File: src/dtp_map.svh
// Touch-probe constants: control/status bit positions and object indices.
// Assumes inclusion by the probe latch module only.
`ifndef DTP_MAP_SVH
`define DTP_MAP_SVH
`define DTP_IDX_CTRL        16'h60b8
`define DTP_IDX_STAT        16'h60b9
`define DTP_IDX_P1_RISE     16'h60ba
`define DTP_IDX_P1_FALL     16'h60bb
`define DTP_IDX_P2_RISE     16'h60bc
`define DTP_IDX_P2_FALL     16'h60bd
// Per-probe field offsets within an 8-bit byte; probe two sits at +8
`define DTP_PROBE_STRIDE    8
`define DTP_PROBE_COUNT     2
`define DTP_C_ENABLE        0
`define DTP_C_CONTINUOUS    1
`define DTP_C_SOURCE        2
`define DTP_C_RISE_EN       4
`define DTP_C_FALL_EN       5
`define DTP_S_ENABLED       0
`define DTP_S_RISE_DONE     1
`define DTP_S_FALL_DONE     2
`define DTP_S_SOURCE        6
`define DTP_S_LEVEL         7
`define DTP_CTRL_RESET      16'h0000
`define DTP_STAT_RESET      16'h0000
`define DTP_POS_RESET       32'h0000_0000
`endif

File: src/dtp_pkg.sv
// Touch-probe package: shared types for the dual probe latch.
// Assumes dtp_map.svh is on the include path.
package dtp_pkg;
   typedef struct packed {
      logic [31:0] rise;
      logic [31:0] fall;
   } dtp_capture_s;

   typedef struct packed {
      logic [1:0] sync_a;
      logic [1:0] sync_b;
      logic       prev;
      logic       rise_done;
      logic       fall_done;
      logic       rise_armed;
      logic       fall_armed;
   } dtp_probe_s;

   typedef struct packed {
      logic [15:0]  ctrl_prev;
      logic [15:0]  status;
      dtp_probe_s   [1:0] probe;
      dtp_capture_s [1:0] cap;
   } dtp_state_s;
endpackage

File: src/dtp_probe_latch.sv
// Function
// - Index source allows rising edge capture only; falling edge ignored.
// - Control bit 0 arms probe one; zero blocks probe one's rise and fall captures.
// - Control bit 1: zero single capture, one continuous capture.
// - Control bit 2: zero digital input four, one index pulse.
// - Control bit 4 enables rising edge position capture.
// - Control bit 5 enables falling edge position capture.
// - Bits 8 to 13 control probe two; bit 10 zero picks input five, one index pulse.
// - Status bits 0 and 8 show each probe enabled.
// - Status bits 1 and 9 set after a rising capture.
// - Status bits 2 and 10 set after a falling capture.
// - Layout zero: bits 6,14 echo source, bits 7,15 input level.
// - Layout select input chooses between the two word layouts.
// - Qualifying rising edge stores position command into rise register.
//
// Dual touch-probe edge latch, register words exchanged as process data.
// Assumes probe inputs and index pulse are asynchronous; position is local.
`timescale 1ns/1ps
`include "dtp_map.svh"

module dtp_probe_latch
   import dtp_pkg::*;
(
   input  wire logic        clk,
   input  wire logic        rst,
   input  wire logic [15:0] probe_control_word,
   input  wire logic        probe_layout_select,
   input  wire logic        digital_input_four,
   input  wire logic        digital_input_five,
   input  wire logic        encoder_index,
   input  wire logic [31:0] position_command,
   output logic      [15:0] probe_status_word,
   output logic      [31:0] probe_one_rise_capture,
   output logic      [31:0] probe_one_fall_capture,
   output logic      [31:0] probe_two_rise_capture,
   output logic      [31:0] probe_two_fall_capture
);

   dtp_state_s state;
   dtp_state_s next_state;
   logic [1:0] dig_in;

   assign dig_in = {digital_input_five, digital_input_four};

   always_comb begin
      logic [7:0] c;
      logic       en;
      logic       en_rise;
      logic       sig;
      logic       rise_edge;
      logic       fall_edge;
      integer     base;
      c         = 8'h00;
      en        = 1'b0;
      en_rise   = 1'b0;
      sig       = 1'b0;
      rise_edge = 1'b0;
      fall_edge = 1'b0;
      base      = 0;
      next_state = state;
      next_state.ctrl_prev = probe_control_word;
      for (int p = 0; p < `DTP_PROBE_COUNT; p++) begin
         base = p * `DTP_PROBE_STRIDE;
         c    = probe_control_word[base +: `DTP_PROBE_STRIDE];
         en   = c[`DTP_C_ENABLE];
         en_rise = en && !state.ctrl_prev[base + `DTP_C_ENABLE];
         // Two-flop synchronisers; only the second stage is read
         next_state.probe[p].sync_a = {state.probe[p].sync_a[0], dig_in[p]};
         next_state.probe[p].sync_b = {state.probe[p].sync_b[0], encoder_index};
         sig = c[`DTP_C_SOURCE] ? state.probe[p].sync_b[1] : state.probe[p].sync_a[1];
         next_state.probe[p].prev = sig;
         // Edge detect on the previous source sample; a source switch may fake one edge
         rise_edge = sig && !state.probe[p].prev;
         fall_edge = !sig && state.probe[p].prev;
         if (en_rise) begin
            next_state.probe[p].rise_armed = 1'b1;
            next_state.probe[p].fall_armed = 1'b1;
         end
         if (en && c[`DTP_C_RISE_EN] && rise_edge && state.probe[p].rise_armed) begin
            next_state.cap[p].rise = position_command;
            next_state.probe[p].rise_done = 1'b1;
            if (!c[`DTP_C_CONTINUOUS]) begin
               next_state.probe[p].rise_armed = 1'b0;
            end
         end
         if (en && c[`DTP_C_FALL_EN] && !c[`DTP_C_SOURCE] && fall_edge
             && state.probe[p].fall_armed) begin
            next_state.cap[p].fall = position_command;
            next_state.probe[p].fall_done = 1'b1;
            if (!c[`DTP_C_CONTINUOUS]) begin
               next_state.probe[p].fall_armed = 1'b0;
            end
         end
         if (!en) begin
            next_state.probe[p].rise_done  = 1'b0;
            next_state.probe[p].fall_done  = 1'b0;
            next_state.probe[p].rise_armed = 1'b0;
            next_state.probe[p].fall_armed = 1'b0;
         end
         next_state.status[base +: `DTP_PROBE_STRIDE] = '0;
         next_state.status[base + `DTP_S_ENABLED]   = en;
         next_state.status[base + `DTP_S_RISE_DONE] = next_state.probe[p].rise_done;
         next_state.status[base + `DTP_S_FALL_DONE] = next_state.probe[p].fall_done;
         // Layout zero adds source and level
         if (!probe_layout_select) begin
            next_state.status[base + `DTP_S_SOURCE] = c[`DTP_C_SOURCE];
            next_state.status[base + `DTP_S_LEVEL]  = state.probe[p].sync_a[1];
         end
      end
   end

   always_ff @(posedge clk) begin
      if (rst) begin
         state           <= '0;
         state.ctrl_prev <= `DTP_CTRL_RESET;
         state.status    <= `DTP_STAT_RESET;
         state.cap[0]    <= {`DTP_POS_RESET, `DTP_POS_RESET};
         state.cap[1]    <= {`DTP_POS_RESET, `DTP_POS_RESET};
      end else begin
         state <= next_state;
      end
   end

   assign probe_status_word      = state.status;
   assign probe_one_rise_capture = state.cap[0].rise;
   assign probe_one_fall_capture = state.cap[0].fall;
   assign probe_two_rise_capture = state.cap[1].rise;
   assign probe_two_fall_capture = state.cap[1].fall;

endmodule

File: config.mk
export PLATFORM = sky130hd
export DESIGN_NAME = dtp_probe_latch
export DESIGN_NICKNAME = d
export VERILOG_FILES = /design/src/dtp_pkg.sv /design/src/dtp_probe_latch.sv
export VERILOG_INCLUDE_DIRS = /design/src /design/src/src
export SDC_FILE = /design/constraint.sdc
export NUM_CORES = 1
export LEC_CHECK = 0
export ABC_AREA = 1
export CORE_MARGIN = 8
export CORE_UTILIZATION = 52
export CTS_BUF_LIST = sky130_fd_sc_hd__clkbuf_2 sky130_fd_sc_hd__clkbuf_4 sky130_fd_sc_hd__clkbuf_8
export CTS_CLUSTER_DIAMETER = 80
export DETAILED_ROUTE_END_ITERATION = 6
export DONT_BUFFER_PORTS = 1
export GPL_ROUTABILITY_DRIVEN = 0
export PLACE_DENSITY_LB_ADDON = 0.12
export SYNTH_ARGS = -nofsm -noshare
export SYNTH_HDL_FRONTEND = slang
export SYNTH_SLANG_ARGS = --single-unit
File: constraint.sdc
create_clock -name clk -period 3.29 [get_ports clk]
set_input_delay 0.987 -clock clk [delete_from_list [all_inputs] [get_ports clk]]
set_output_delay 0.987 -clock clk [all_outputs]
set_load 0.02 [all_outputs]
# After elaboration in Yosys (flattened, before gate mapping)
# Cells that the tools add are included.
dict set report totals {
  register_bits 171
  inputBits 54
  out_inout_bits 144
  elab_cells 73
}
dict set report op_classes {
  n_mux 18
  n_bitwise 2
  n_reduce_logical 31
}
# operator count
set ops {}
lappend ops {{$logic_and A1 B1 Y1} 20}
lappend ops {{$mux W1} 14}
lappend ops {{$logic_not A1 Y1} 8}
lappend ops {{$mux W4} 2}
lappend ops {{$reduce_or A2 Y1} 3}
lappend ops {{$mux W2} 2}
lappend ops {{$not A1 Y1} 2}

# Logic depth before layout (Yosys ltp)
# Gate-level depths: netlist of run 1.
dict set report logic_depth {
  word_depth 7
  ltp_mapped 8
  ltp_nobuf 6
}

# Least setup slack after synthesis of run 1
# OpenSTA, ideal clock, no wires.
dict set report synth_timing {
  path_type {input-to-reg}
  from {input port probe_control_word[10]}
  to {register state (netlist bit probe_two_rise_capture[15])}
  setup_ns 0.115
  t_arrival_ns 1.632
  t_required_ns 3.175
  path_slack_ns 1.543
  stages 7
  path_buffers 1
  path_cell_list {inv_2 > nand2_1 > nand2_1 > clkbuf_1 > nand3_1 > nand2_1 > nor2_1}
}
dict set report synth_between {
  elab_chain_len 4
}
# item line_no
set synth_lines {}
lappend synth_lines {{start, declared} dtp_probe_latch.sv:26} ;# input wire logic [15:0] probe_control_word,
lappend synth_lines {{$mux W1} dtp_probe_latch.sv:70} ;# sig = c[`DTP_C_SOURCE] ? state.probe[p].sync_b[1] : state.probe[p].sync_a[1];
lappend synth_lines {{$logic_and A1 B1 Y1} dtp_probe_latch.sv:73} ;# rise_edge = sig && !state.probe[p].prev;
lappend synth_lines {{$logic_and A1 B1 Y1 (2 in a row)} dtp_probe_latch.sv:79} ;# if (en && c[`DTP_C_RISE_EN] && rise_edge && state.probe[p].rise_armed) begin
lappend synth_lines {{end signal, assigned} dtp_probe_latch.sv:120} ;# state <= next_state;
lappend synth_lines {{end, declared} dtp_probe_latch.sv:39} ;# dtp_state_s state;
# No other way between the ends.
# A chain may end at the register's enable or synchronous reset.

# Worst setup path in the final report of run 1
dict set report layout_timing {
  from {register state (netlist bit probe_one_fall_capture[30])}
  to {output port probe_one_fall_capture[30]}
}
# item line_no
set layout_rtl {}
lappend layout_rtl {{end, declared} dtp_probe_latch.sv:34} ;# output logic [31:0] probe_one_fall_capture,
# No word-level cell between the ends.

==> reports/metrics.csv, run 1 <==
metric,value,unit
nets,864,
setup_viol,0,
ctsHoldBuffers,0,
setup_tns,0,ns
pre_cts_ws,1.07,ns
fmax,0.517,GHz
fin_crit_sh,58.8,%
stdcell_area,0.00654,mm2
cts_buffer_depth,2,
postSynthAreaPerCell,7.32,um2
routed_wl,17700,um
grt_pass1_vias,4649,
clockRootBuffer,clkbuf_8,
netlist.top_cell.by_area,dfxtp_1,
yosys_warnings,0,
overflow,0,
synth_top_area_share,41.5,%
cts_tree,done,
start_util,52.7,%
tightest_slew,0.623,ns
syn_inst,988,
ant_nets,0,
first_pass_iters,5,
fillers,1393,
path_max_fanout,2,
timing.setup.critical_path_class,reg2out,
cts_resized,0,
area_growth,-9.62,%
p_leak,0.00265,uW
io_pins,198,
dieArea,0.0179,mm2
status,"finished, final reports clean",
maxSlewHeadroom,58.5,%
antenna_cells,0,
std_cell_rows,43,
final_cell_mix,"dfxtp_1 (150), nand2_1 (146), nor2_1 (140)",
vias_per_cell,5.19,
path_clk_slew,0.08,ns
drc,0,
hold_class,reg2reg,
start_kind,flop,
clock_skew,0.00745,ns
io_buffers,0,
ir_worst_vdd,0.227,mV
rsz0062_at_grt,false,
fp.coreArea,0.0137,mm2
die_x,134,um
grt_max_degree,112,
slew_viol_final,0,
yosys_register_bits,150,
crit_required,2.30,ns
wl_per_cell,17.6,um
cts_inserted_buffers,17,
place_area,0.00613,mm2
antenna_found_initial,0,
synth_cell_types,17,
htree_levels,4,
drive_above_1_share,6.93,%
maxCapViolCount,0,
cp-end-kind,output port,
vias,5210,
die_h,134,um
final_common_cell,dfxtp_1,
cts.sinks,150,
fin_ws,1.36,ns
place.detailed.hpwl,12400,um
synth_seq_area_share,41.5,%
cts_setup_buffers,0,
netlist_area,0.00723,mm2
grtUsageTotal,19.3,%
grt_first_pass_wirelength,27000,um
worstSkewPairLatency,0.45,ns
pwr_density_cell,539,mW/mm2
post-route-min-period,1.93,ns
synth.top_cells.by_area,"dfxtp_1 (42%), buf_4 (17%), a21oi_1 (9.5%)",
hold_viol,0,
drt-initial-drc-count,422,
arrival,0.95,ns
## cell usage after synthesis
| master | count |
|---|---|
| nor2_2 | 2 |
| inv_1 | 54 |
| nand3_1 | 128 |
| nand3b_1 | 2 |
| clkbuf_1 | 6 |
| a21oi_1 | 138 |
| inv_2 | 3 |
| buf_2 | 33 |
| o21ai_0 | 1 |
| buf_6 | 9 |
| conb_1 | 1 |
| nand2_1 | 148 |
| o21ai_1 | 1 |
| dfxtp_1 | 150 |
| nor2_1 | 144 |
| buf_4 | 167 |
| or2_2 | 1 |
## cell type report
| cell class | count | area (um2) | area share, % |
|---|---|---|---|
| repair buffers | 13 | 148 | 2.26 |
| clock buffers | 21 | 283 | 4.32 |
| well taps | 180 | 225 | 3.44 |
| clock inverters | 11 | 125 | 1.91 |
| multi-input cells | 571 | 2540 | 38.8 |
| flip-flops and latches | 150 | 3000 | 45.9 |
| inverters | 57 | 216 | 3.31 |
## stage by stage
step	power, uW	instances	utilization (%)	hold WS, ns
global route	3670	1003	47.7	0.428
CTS	3560	1003	47.7	0.416
global placement	2120	971	44.7	0.394
detailed placement	2120	971	44.7	0.397
finish	3520	1003	47.7	0.409
floorplan	2090	993	-	0.388
## worst paths after layout
check,cells past startpoint,slack (ns),startpoint,to
worst max register to register,6,1.65,state[136],probe_one_rise_capture[5]
worst max-delay path,0,1.36,probe_one_fall_capture[30],probe_one_fall_capture[30]
worst min register to register,2,0.41,next_state[136],state[136]
worst min-delay path,2,0.41,next_state[136],state[136]
## power breakdown
| group | internal [uW] | leakage (uW) | total (uW) | switching (uW) |
|---|---|---|---|---|
| sequential | 1830 | 0.00121 | 1850 | 23.3 |
| combinational | 52.3 | 0.00125 | 226 | 174 |
| clock | 740 | 0.000182 | 1440 | 704 |
## per-layer routing
metal / vias up / wire length (um) / track usage (%)
met1: 2356 / 8050 / 26.2
met2: 195 / 7250 / 25.8
met5: - / 0 / 0
met3: 21 / 2050 / 8.60
met4: 0 / 326 / 7.67
li1: 2638 / - / -
## cell families (layout without fill, tap and decap cells)
| kind of cell | after synthesis | count (layout) | synth area share, % |
|---|---|---|---|
| AO/OA/AOI/OAI | 140 | 140 | 9.69 |
| buffers and inverters | 272 | 102 | 24.3 |
| flip-flops | 150 | 150 | 41.5 |
| other | 1 | 6 | 0.0518 |
| AND/OR/NAND/NOR | 425 | 425 | 24.5 |
## registers in the layout, summed over array words and instances, names as in the netlist
signal and count:
next_state 3, probe_one_fall_capture 32, probe_one_rise_capture 32, probe_status_word 9, probe_two_fall_capture 32, probe_two_rise_capture 32
state 10
Note: power is estimated with default switching activity, not from simulation.
==> run 2: changes to the inputs <==
--- a/config.mk
+++ b/config.mk
@@ -6,7 +6,7 @@
 export SDC_FILE = /design/constraint.sdc
 export NUM_CORES = 1
 export LEC_CHECK = 0
-export ABC_AREA = 1
+export ABC_AREA = 0
 export CORE_MARGIN = 8
 export CORE_UTILIZATION = 52
 export CTS_BUF_LIST = sky130_fd_sc_hd__clkbuf_2 sky130_fd_sc_hd__clkbuf_4 sky130_fd_sc_hd__clkbuf_8
==> constraint.sdc (replaced) <==
create_clock -name clk -period 1.8 [get_ports clk]
set_input_delay 0.54 -clock clk [delete_from_list [all_inputs] [get_ports clk]]
set_output_delay 0.54 -clock clk [all_outputs]
set_load 0.02 [all_outputs]
==> run 2 against run 1 <==
- area after synthesis shrank 4.5%
- highest routed layer unchanged
- synthesized cell count shrank 26%
- worst hold slack lost 0.19 ns
- clock-buffer cell count is the same
- non-clock buffer count is the same
- total power grew 85%
- clock skew is essentially flat
- critical path type unchanged
- via count shrank 23%
- sequential share of layout area grew 0.60 points
- critical path depth is the same
- design area shrank 1.3%
- utilization grew 1.5 points
==> reports/metrics.csv, run 2 <==
metric,value,unit
area_growth,-6.59,%
pwr_density_cell,1010,mW/mm2
timing.setup.critical_path_class,reg2out,
power.internal,5170,uW
yosys.cell_count.top_type,dfxtp_1,
routed_wl,15200,um
cts_buffer_depth,2,
start_kind,flop,
ctsHoldBuffers,0,
synth_top_area_share,43.5,%
wl_per_cell,19.7,um
cts_tree,done,
crit_required,1.26,ns
min_from,rst,
post-route-min-period,1.47,ns
power_switching_share,20.5,%
cts_resized,0,
clock_skew,0.00746,ns
clockRootBuffer,clkbuf_8,
timing.rr.start,state[136],
drive_above_1_share,10.5,%
drc,0,
fin_cells,768,
grtUsageTotal,17.2,%
final_core_util,49.1,%
die_x,131,um
switching_power,1330,uW
r2r_end,probe_one_fall_capture[31],
rsz0062_at_grt,false,
cp-end-kind,output port,
reg2reg_depth,3,
syn_inst,734,
seq_power_share,51.8,%
dieArea,0.0172,mm2
netlist.top_cell.by_area,dfxtp_1,
fmax,0.680,GHz
maxCapViolCount,0,
yosys_register_bits,150,
cts_inserted_buffers,17,
yosys_warnings,0,
path_max_fanout,2,
std_cell_rows,42,
start_util,52.6,%
hold_viol,0,
antenna_cells,0,
hold_class,in2reg,
status,"finished, final reports clean",
fin_crit_sh,81.7,%
nets,634,
synth_seq_area_share,43.5,%
synthArstFlopShare,0,%
whs,0.215,ns
synth_flop_cell,dfxtp_1,
ir_worst_vdd,0.405,mV
place.detailed.hpwl,10400,um
netlist_area,0.00691,mm2
slew_viol_final,0,
grt_max_degree,172,
final_cell_mix,"dfxtp_1 (150), nand2b_1 (83), nor2b_1 (71)",
ant_nets,0,
antenna_found_initial,0,
grt_pass1_vias,3953,
overflow,0,
arrival,0.93,ns
setup_viol,0,
postSynthAreaPerCell,9.41,um2
drt-initial-drc-count,245,
path_clk_slew,0.08,ns
synth.top_cells.by_area,"dfxtp_1 (43%), buf_4 (16%), mux2i_1 (9.6%)",
vias,4034,
whs_endpoint,next_state[145],
r2r_setup_slack,0.33,ns
setup_tns,0,ns
worstSkewPairLatency,0.44,ns
die_h,131,um
io_pins,198,
final_common_cell,dfxtp_1,
synth-edff-count,0,
fp.coreArea,0.0131,mm2
dp_cells,737,
clockPowerShare,45.4,%
first_pass_iters,4,
vias_per_cell,5.25,
cts.sinks,150,
p_leak,0.00256,uW
htree_levels,4,
hold_depth,1,
cts_setup_buffers,0,
grt_first_pass_wirelength,23500,um
io_buffers,0,
synth_common_cells,"dfxtp_1 (150), buf_4 (145), nand2b_1 (83), nor2b_1 (71), mux2i_1 (66)",
synth_cell_types,31,
combPwrFrac,2.8,%
-- run 2: how the worst max path moves through the flow --
stage	start	to	slack, ns	cells after the start
5_1_grt	probe_status_word[1]	probe_status_word[1]	0.26	0
4_1_cts	probe_one_rise_capture[10]	probe_one_rise_capture[10]	0.29	0
3_3_place_gp	probe_control_word[0]	probe_one_fall_capture[30]	0.17	4
3_5_place_dp	probe_control_word[0]	probe_one_fall_capture[24]	0.15	4
2_1_floorplan	probe_control_word[0]	probe_one_fall_capture[31]	0.23	5
6_report	probe_status_word[1]	probe_status_word[1]	0.33	0
-- run 2: power groups by stage --
| stage | logic, uW | clock network, uW | registers [uW] |
|---|---|---|---|
| after floorplan | 221 | 0 | 3430 |
| after global routing | 197 | 3140 | 3370 |
| after global placement | 180 | 0 | 3450 |
| after detailed placement | 183 | 0 | 3450 |
| after CTS | 183 | 3020 | 3370 |
| final | 181 | 2950 | 3370 |
-- run 2: final cells by class --
type | instances | area (um2)
Tap cell | 176 | 220
Inverter | 5 | 18.8
Fill cell | 1253 | 6680
Timing Repair Buffer | 13 | 135
Clock buffer | 21 | 283
Sequential cell | 150 | 3000
Multi-Input combinational cell | 393 | 2620
Clock inverter | 10 | 175
-- run 2: cells by family (layout without fill, tap and decap cells) --
| logic type | Yosys count | in the layout | share of synthesized area (%) |
|---|---|---|---|
| other | 1 | 6 | 0.0543 |
| flip-flops | 150 | 150 | 43.5 |
| buffers and inverters | 196 | 49 | 19.4 |
| multiplexers | 66 | 66 | 9.56 |
| AND/OR/NAND/NOR | 185 | 185 | 17.2 |
| AO/OA/AOI/OAI | 136 | 136 | 10.4 |
-- run 2: stage by stage --
| stage | setup WS (ns) | cell area [um2] | power, uW |
|---|---|---|---|
| final | 0.329 | 6450 | 6510 |
| after global routing | 0.263 | 6450 | 6710 |
| after CTS | 0.288 | 6450 | 6580 |
| after detailed placement | 0.147 | 6000 | 3630 |
| after global placement | 0.165 | 6000 | 3630 |
| after floorplan | 0.228 | 6930 | 3650 |
-- run 2: layer usage --
metal  vias to the layer above  share of wire (%)  global-route usage (%)
li1                       1942                  -                       -
met1                      1929                 40                    19.0
met2                       148                 48                    27.8
met3                        15                 11                    8.50
met4                         0                1.3                    7.02
met5                         -                  0                       0
==> run 3: changes to the inputs <==
--- a/config.mk
+++ b/config.mk
@@ -6,7 +6,7 @@
 export SDC_FILE = /design/constraint.sdc
 export NUM_CORES = 1
 export LEC_CHECK = 0
-export ABC_AREA = 0
+export ABC_AREA = 1
 export CORE_MARGIN = 8
 export CORE_UTILIZATION = 52
 export CTS_BUF_LIST = sky130_fd_sc_hd__clkbuf_2 sky130_fd_sc_hd__clkbuf_4 sky130_fd_sc_hd__clkbuf_8
==> constraint.sdc (replaced) <==
create_clock -name clk -period 1.2 [get_ports clk]
set_input_delay 0.36 -clock clk [delete_from_list [all_inputs] [get_ports clk]]
set_output_delay 0.36 -clock clk [all_outputs]
set_load 0.02 [all_outputs]
==> run 3 against run 2 <==
- the flow now finishes with violations (negative setup slack)
- cell count grew 37%
- first-iteration DRC count grew 120%
- via count grew 46%
- total power grew 55%
- die area grew 4.1%
- critical path type is now reg2reg
- critical endpoint is now probe_two_fall_capture[24]
- design area grew 29%
==> reports/metrics.csv, run 3 (synthesis results as in run 1) <==
metric,value,unit
start_util,52.7,%
cts_inserted_buffers,17,
place.detailed.hpwl,12900,um
fp.coreArea,0.0137,mm2
start_kind,flop,
p_leak,0.00326,uW
slew_viol_final,0,
hold_viol,0,
hold_class,in2reg,
clock_skew,0.0104,ns
worstSkewPairLatency,0.45,ns
r2r_setup_slack,-0.03,ns
timing.rr.start,state[145],
htree_levels,4,
power.internal,7570,uW
std_cell_rows,43,
stdcell_area,0.00835,mm2
drc,0,
first_pass_iters,5,
cts.sinks,150,
final_cell_mix,"nor2_1 (138), dfxtp_4 (138), a21oi_1 (135)",
overflow,0,
cp-end-kind,flop,
vias,5871,
path_clk_slew,0.07,ns
place_area,0.00633,mm2
grt_pass1_vias,4893,
fin_ws,-0.0259,ns
grt_max_degree,65,
die_h,134,um
arrival,1.56,ns
crit_start,state[145],
crit_path_max_incr_delay,0.34,ns
cts_buffer_depth,2,
fillers,1204,
cp_slowest_cell,dfxtp_2,
fmax,0.816,GHz
nets,918,
drive_above_1_share,36.0,%
cts_tree,done,
finalPower,10100,uW
switching_power,2540,uW
vias_per_cell,5.56,
grtUsageTotal,20.2,%
pwr_density_cell,1210,mW/mm2
post-route-min-period,1.23,ns
ant_nets,0,
whs,0.0275,ns
ir_worst_vdd,0.666,mV
r2r_end,probe_two_fall_capture[24],
routed_wl,22700,um
seq_power_share,47.4,%
clockPowerShare,43.2,%
dieArea,0.0179,mm2
status,finished with violations,
antenna_found_initial,0,
timing.setup.critical_path_class,reg2reg,
fin_crit_sh,102,%
antenna_cells,0,
power_switching_share,25.1,%
drt-initial-drc-count,533,
crit_required,1.54,ns
die_x,134,um
reg2reg_depth,7,
setup_viol,34,
cp_cell_sequence,buf_6 -> nor2_4 -> buf_12 -> clkbuf_16 -> nand3_2 -> nand2_1 -> nor2_1,
rsz0062_at_grt,true,
io_buffers,0,
area_growth,15.5,%
crit_path_end,probe_two_fall_capture[24],
violations,negative setup slack,
wl_per_cell,21.5,um
maxCapViolCount,0,
grt_first_pass_wirelength,28300,um
clockRootBuffer,clkbuf_8,
io_pins,198,
combPwrFrac,9.4,%
path_max_fanout,9,
[run 3: cell types whose count changed in the layout (fill, tap and decap cells not counted), moves of 63 or more]
| cell | change |
|---|---|
| dfxtp_1 | -143 |
| dfxtp_4 | +138 |
| a21oi_1 | +135 |
| nor2_1 | +135 |
| nand2_1 | +129 |
| nand2b_1 | -83 |
| nand3_1 | +83 |
| nor2b_1 | -71 |
| mux2i_1 | -64 |
| o21ai_1 | -64 |
| o21ai_0 | -63 |
[run 3: repair_timing]
| item | in CTS | in global routing |
|---|---|---|
| setup buffers | 1 | 8 |
| cloned | 1 | 28 |
| pin swaps | 1 | 20 |
| endpoints found under the hold margin | 9 | 1 |
| gates resized for setup | 280 | 84 |
| setup endpoints to repair | 142 | 246 |
| hold buffers | 3 | 1 |
[run 3: critical path: cells and delay by family, from the launching register on]
family,cells,cell delay (ns)
AND/OR/NAND/NOR,4,0.30
flip-flops,1,0.34
buffers and inverters,3,0.47
[run 3: layout make-up]
| cell class | instances | area, um2 | share of cell area, % |
|---|---|---|---|
| well taps | 180 | 225 | 2.70 |
| clock inverters | 8 | 145 | 1.74 |
| repair buffers | 67 | 1110 | 13.2 |
| clock buffers | 22 | 303 | 3.62 |
| inverters | 57 | 216 | 2.59 |
| multi-input cells | 571 | 2830 | 33.9 |
| flip-flops and latches | 150 | 3530 | 42.2 |
[run 3: power by group through the flow]
stage          clock [uW]  combinational (uW)  sequential (uW)
6_report             4370                 945             4790
5_1_grt              4640                1020             4800
4_1_cts              4420                 725             4790
3_5_place_dp            0                 678             5200
3_3_place_gp            0                 664             5200
2_1_floorplan           0                 584             5150
[run 3: how the worst min path moves through the flow]
| stage | cells after the start | from | endpoint |
|---|---|---|---|
| after floorplan | 2 | next_state[134] | state[134] |
| after global placement | 2 | next_state[145] | state[145] |
| after detailed placement | 2 | next_state[145] | state[145] |
| after CTS | 2 | digital_input_four | next_state[136] |
| after global routing | 2 | probe_control_word[2] | probe_status_word[6] |
| final | 2 | digital_input_five | next_state[145] |
[run 3: metrics by stage]
stage / instances / setup slack (ns) / setup TNS (ns) / util (%)
after detailed placement: 984 / -0.0256 / -0.0256 / 46.1
after global routing: 1055 / -0.0905 / -6.71 / 60.9
after global placement: 984 / 0.00961 / 0 / 46.1
after floorplan: 993 / 0.0801 / 0 / -
final: 1055 / -0.0259 / -0.272 / 60.9
after CTS: 1019 / -0.0335 / -2.76 / 53.8
[run 3: layer usage]
metal | GRT usage, % | part of all wire [%]
met5 | 0 | 0
met4 | 6.92 | 1.8
met3 | 8.79 | 11
met2 | 29.2 | 48
met1 | 26.3 | 39
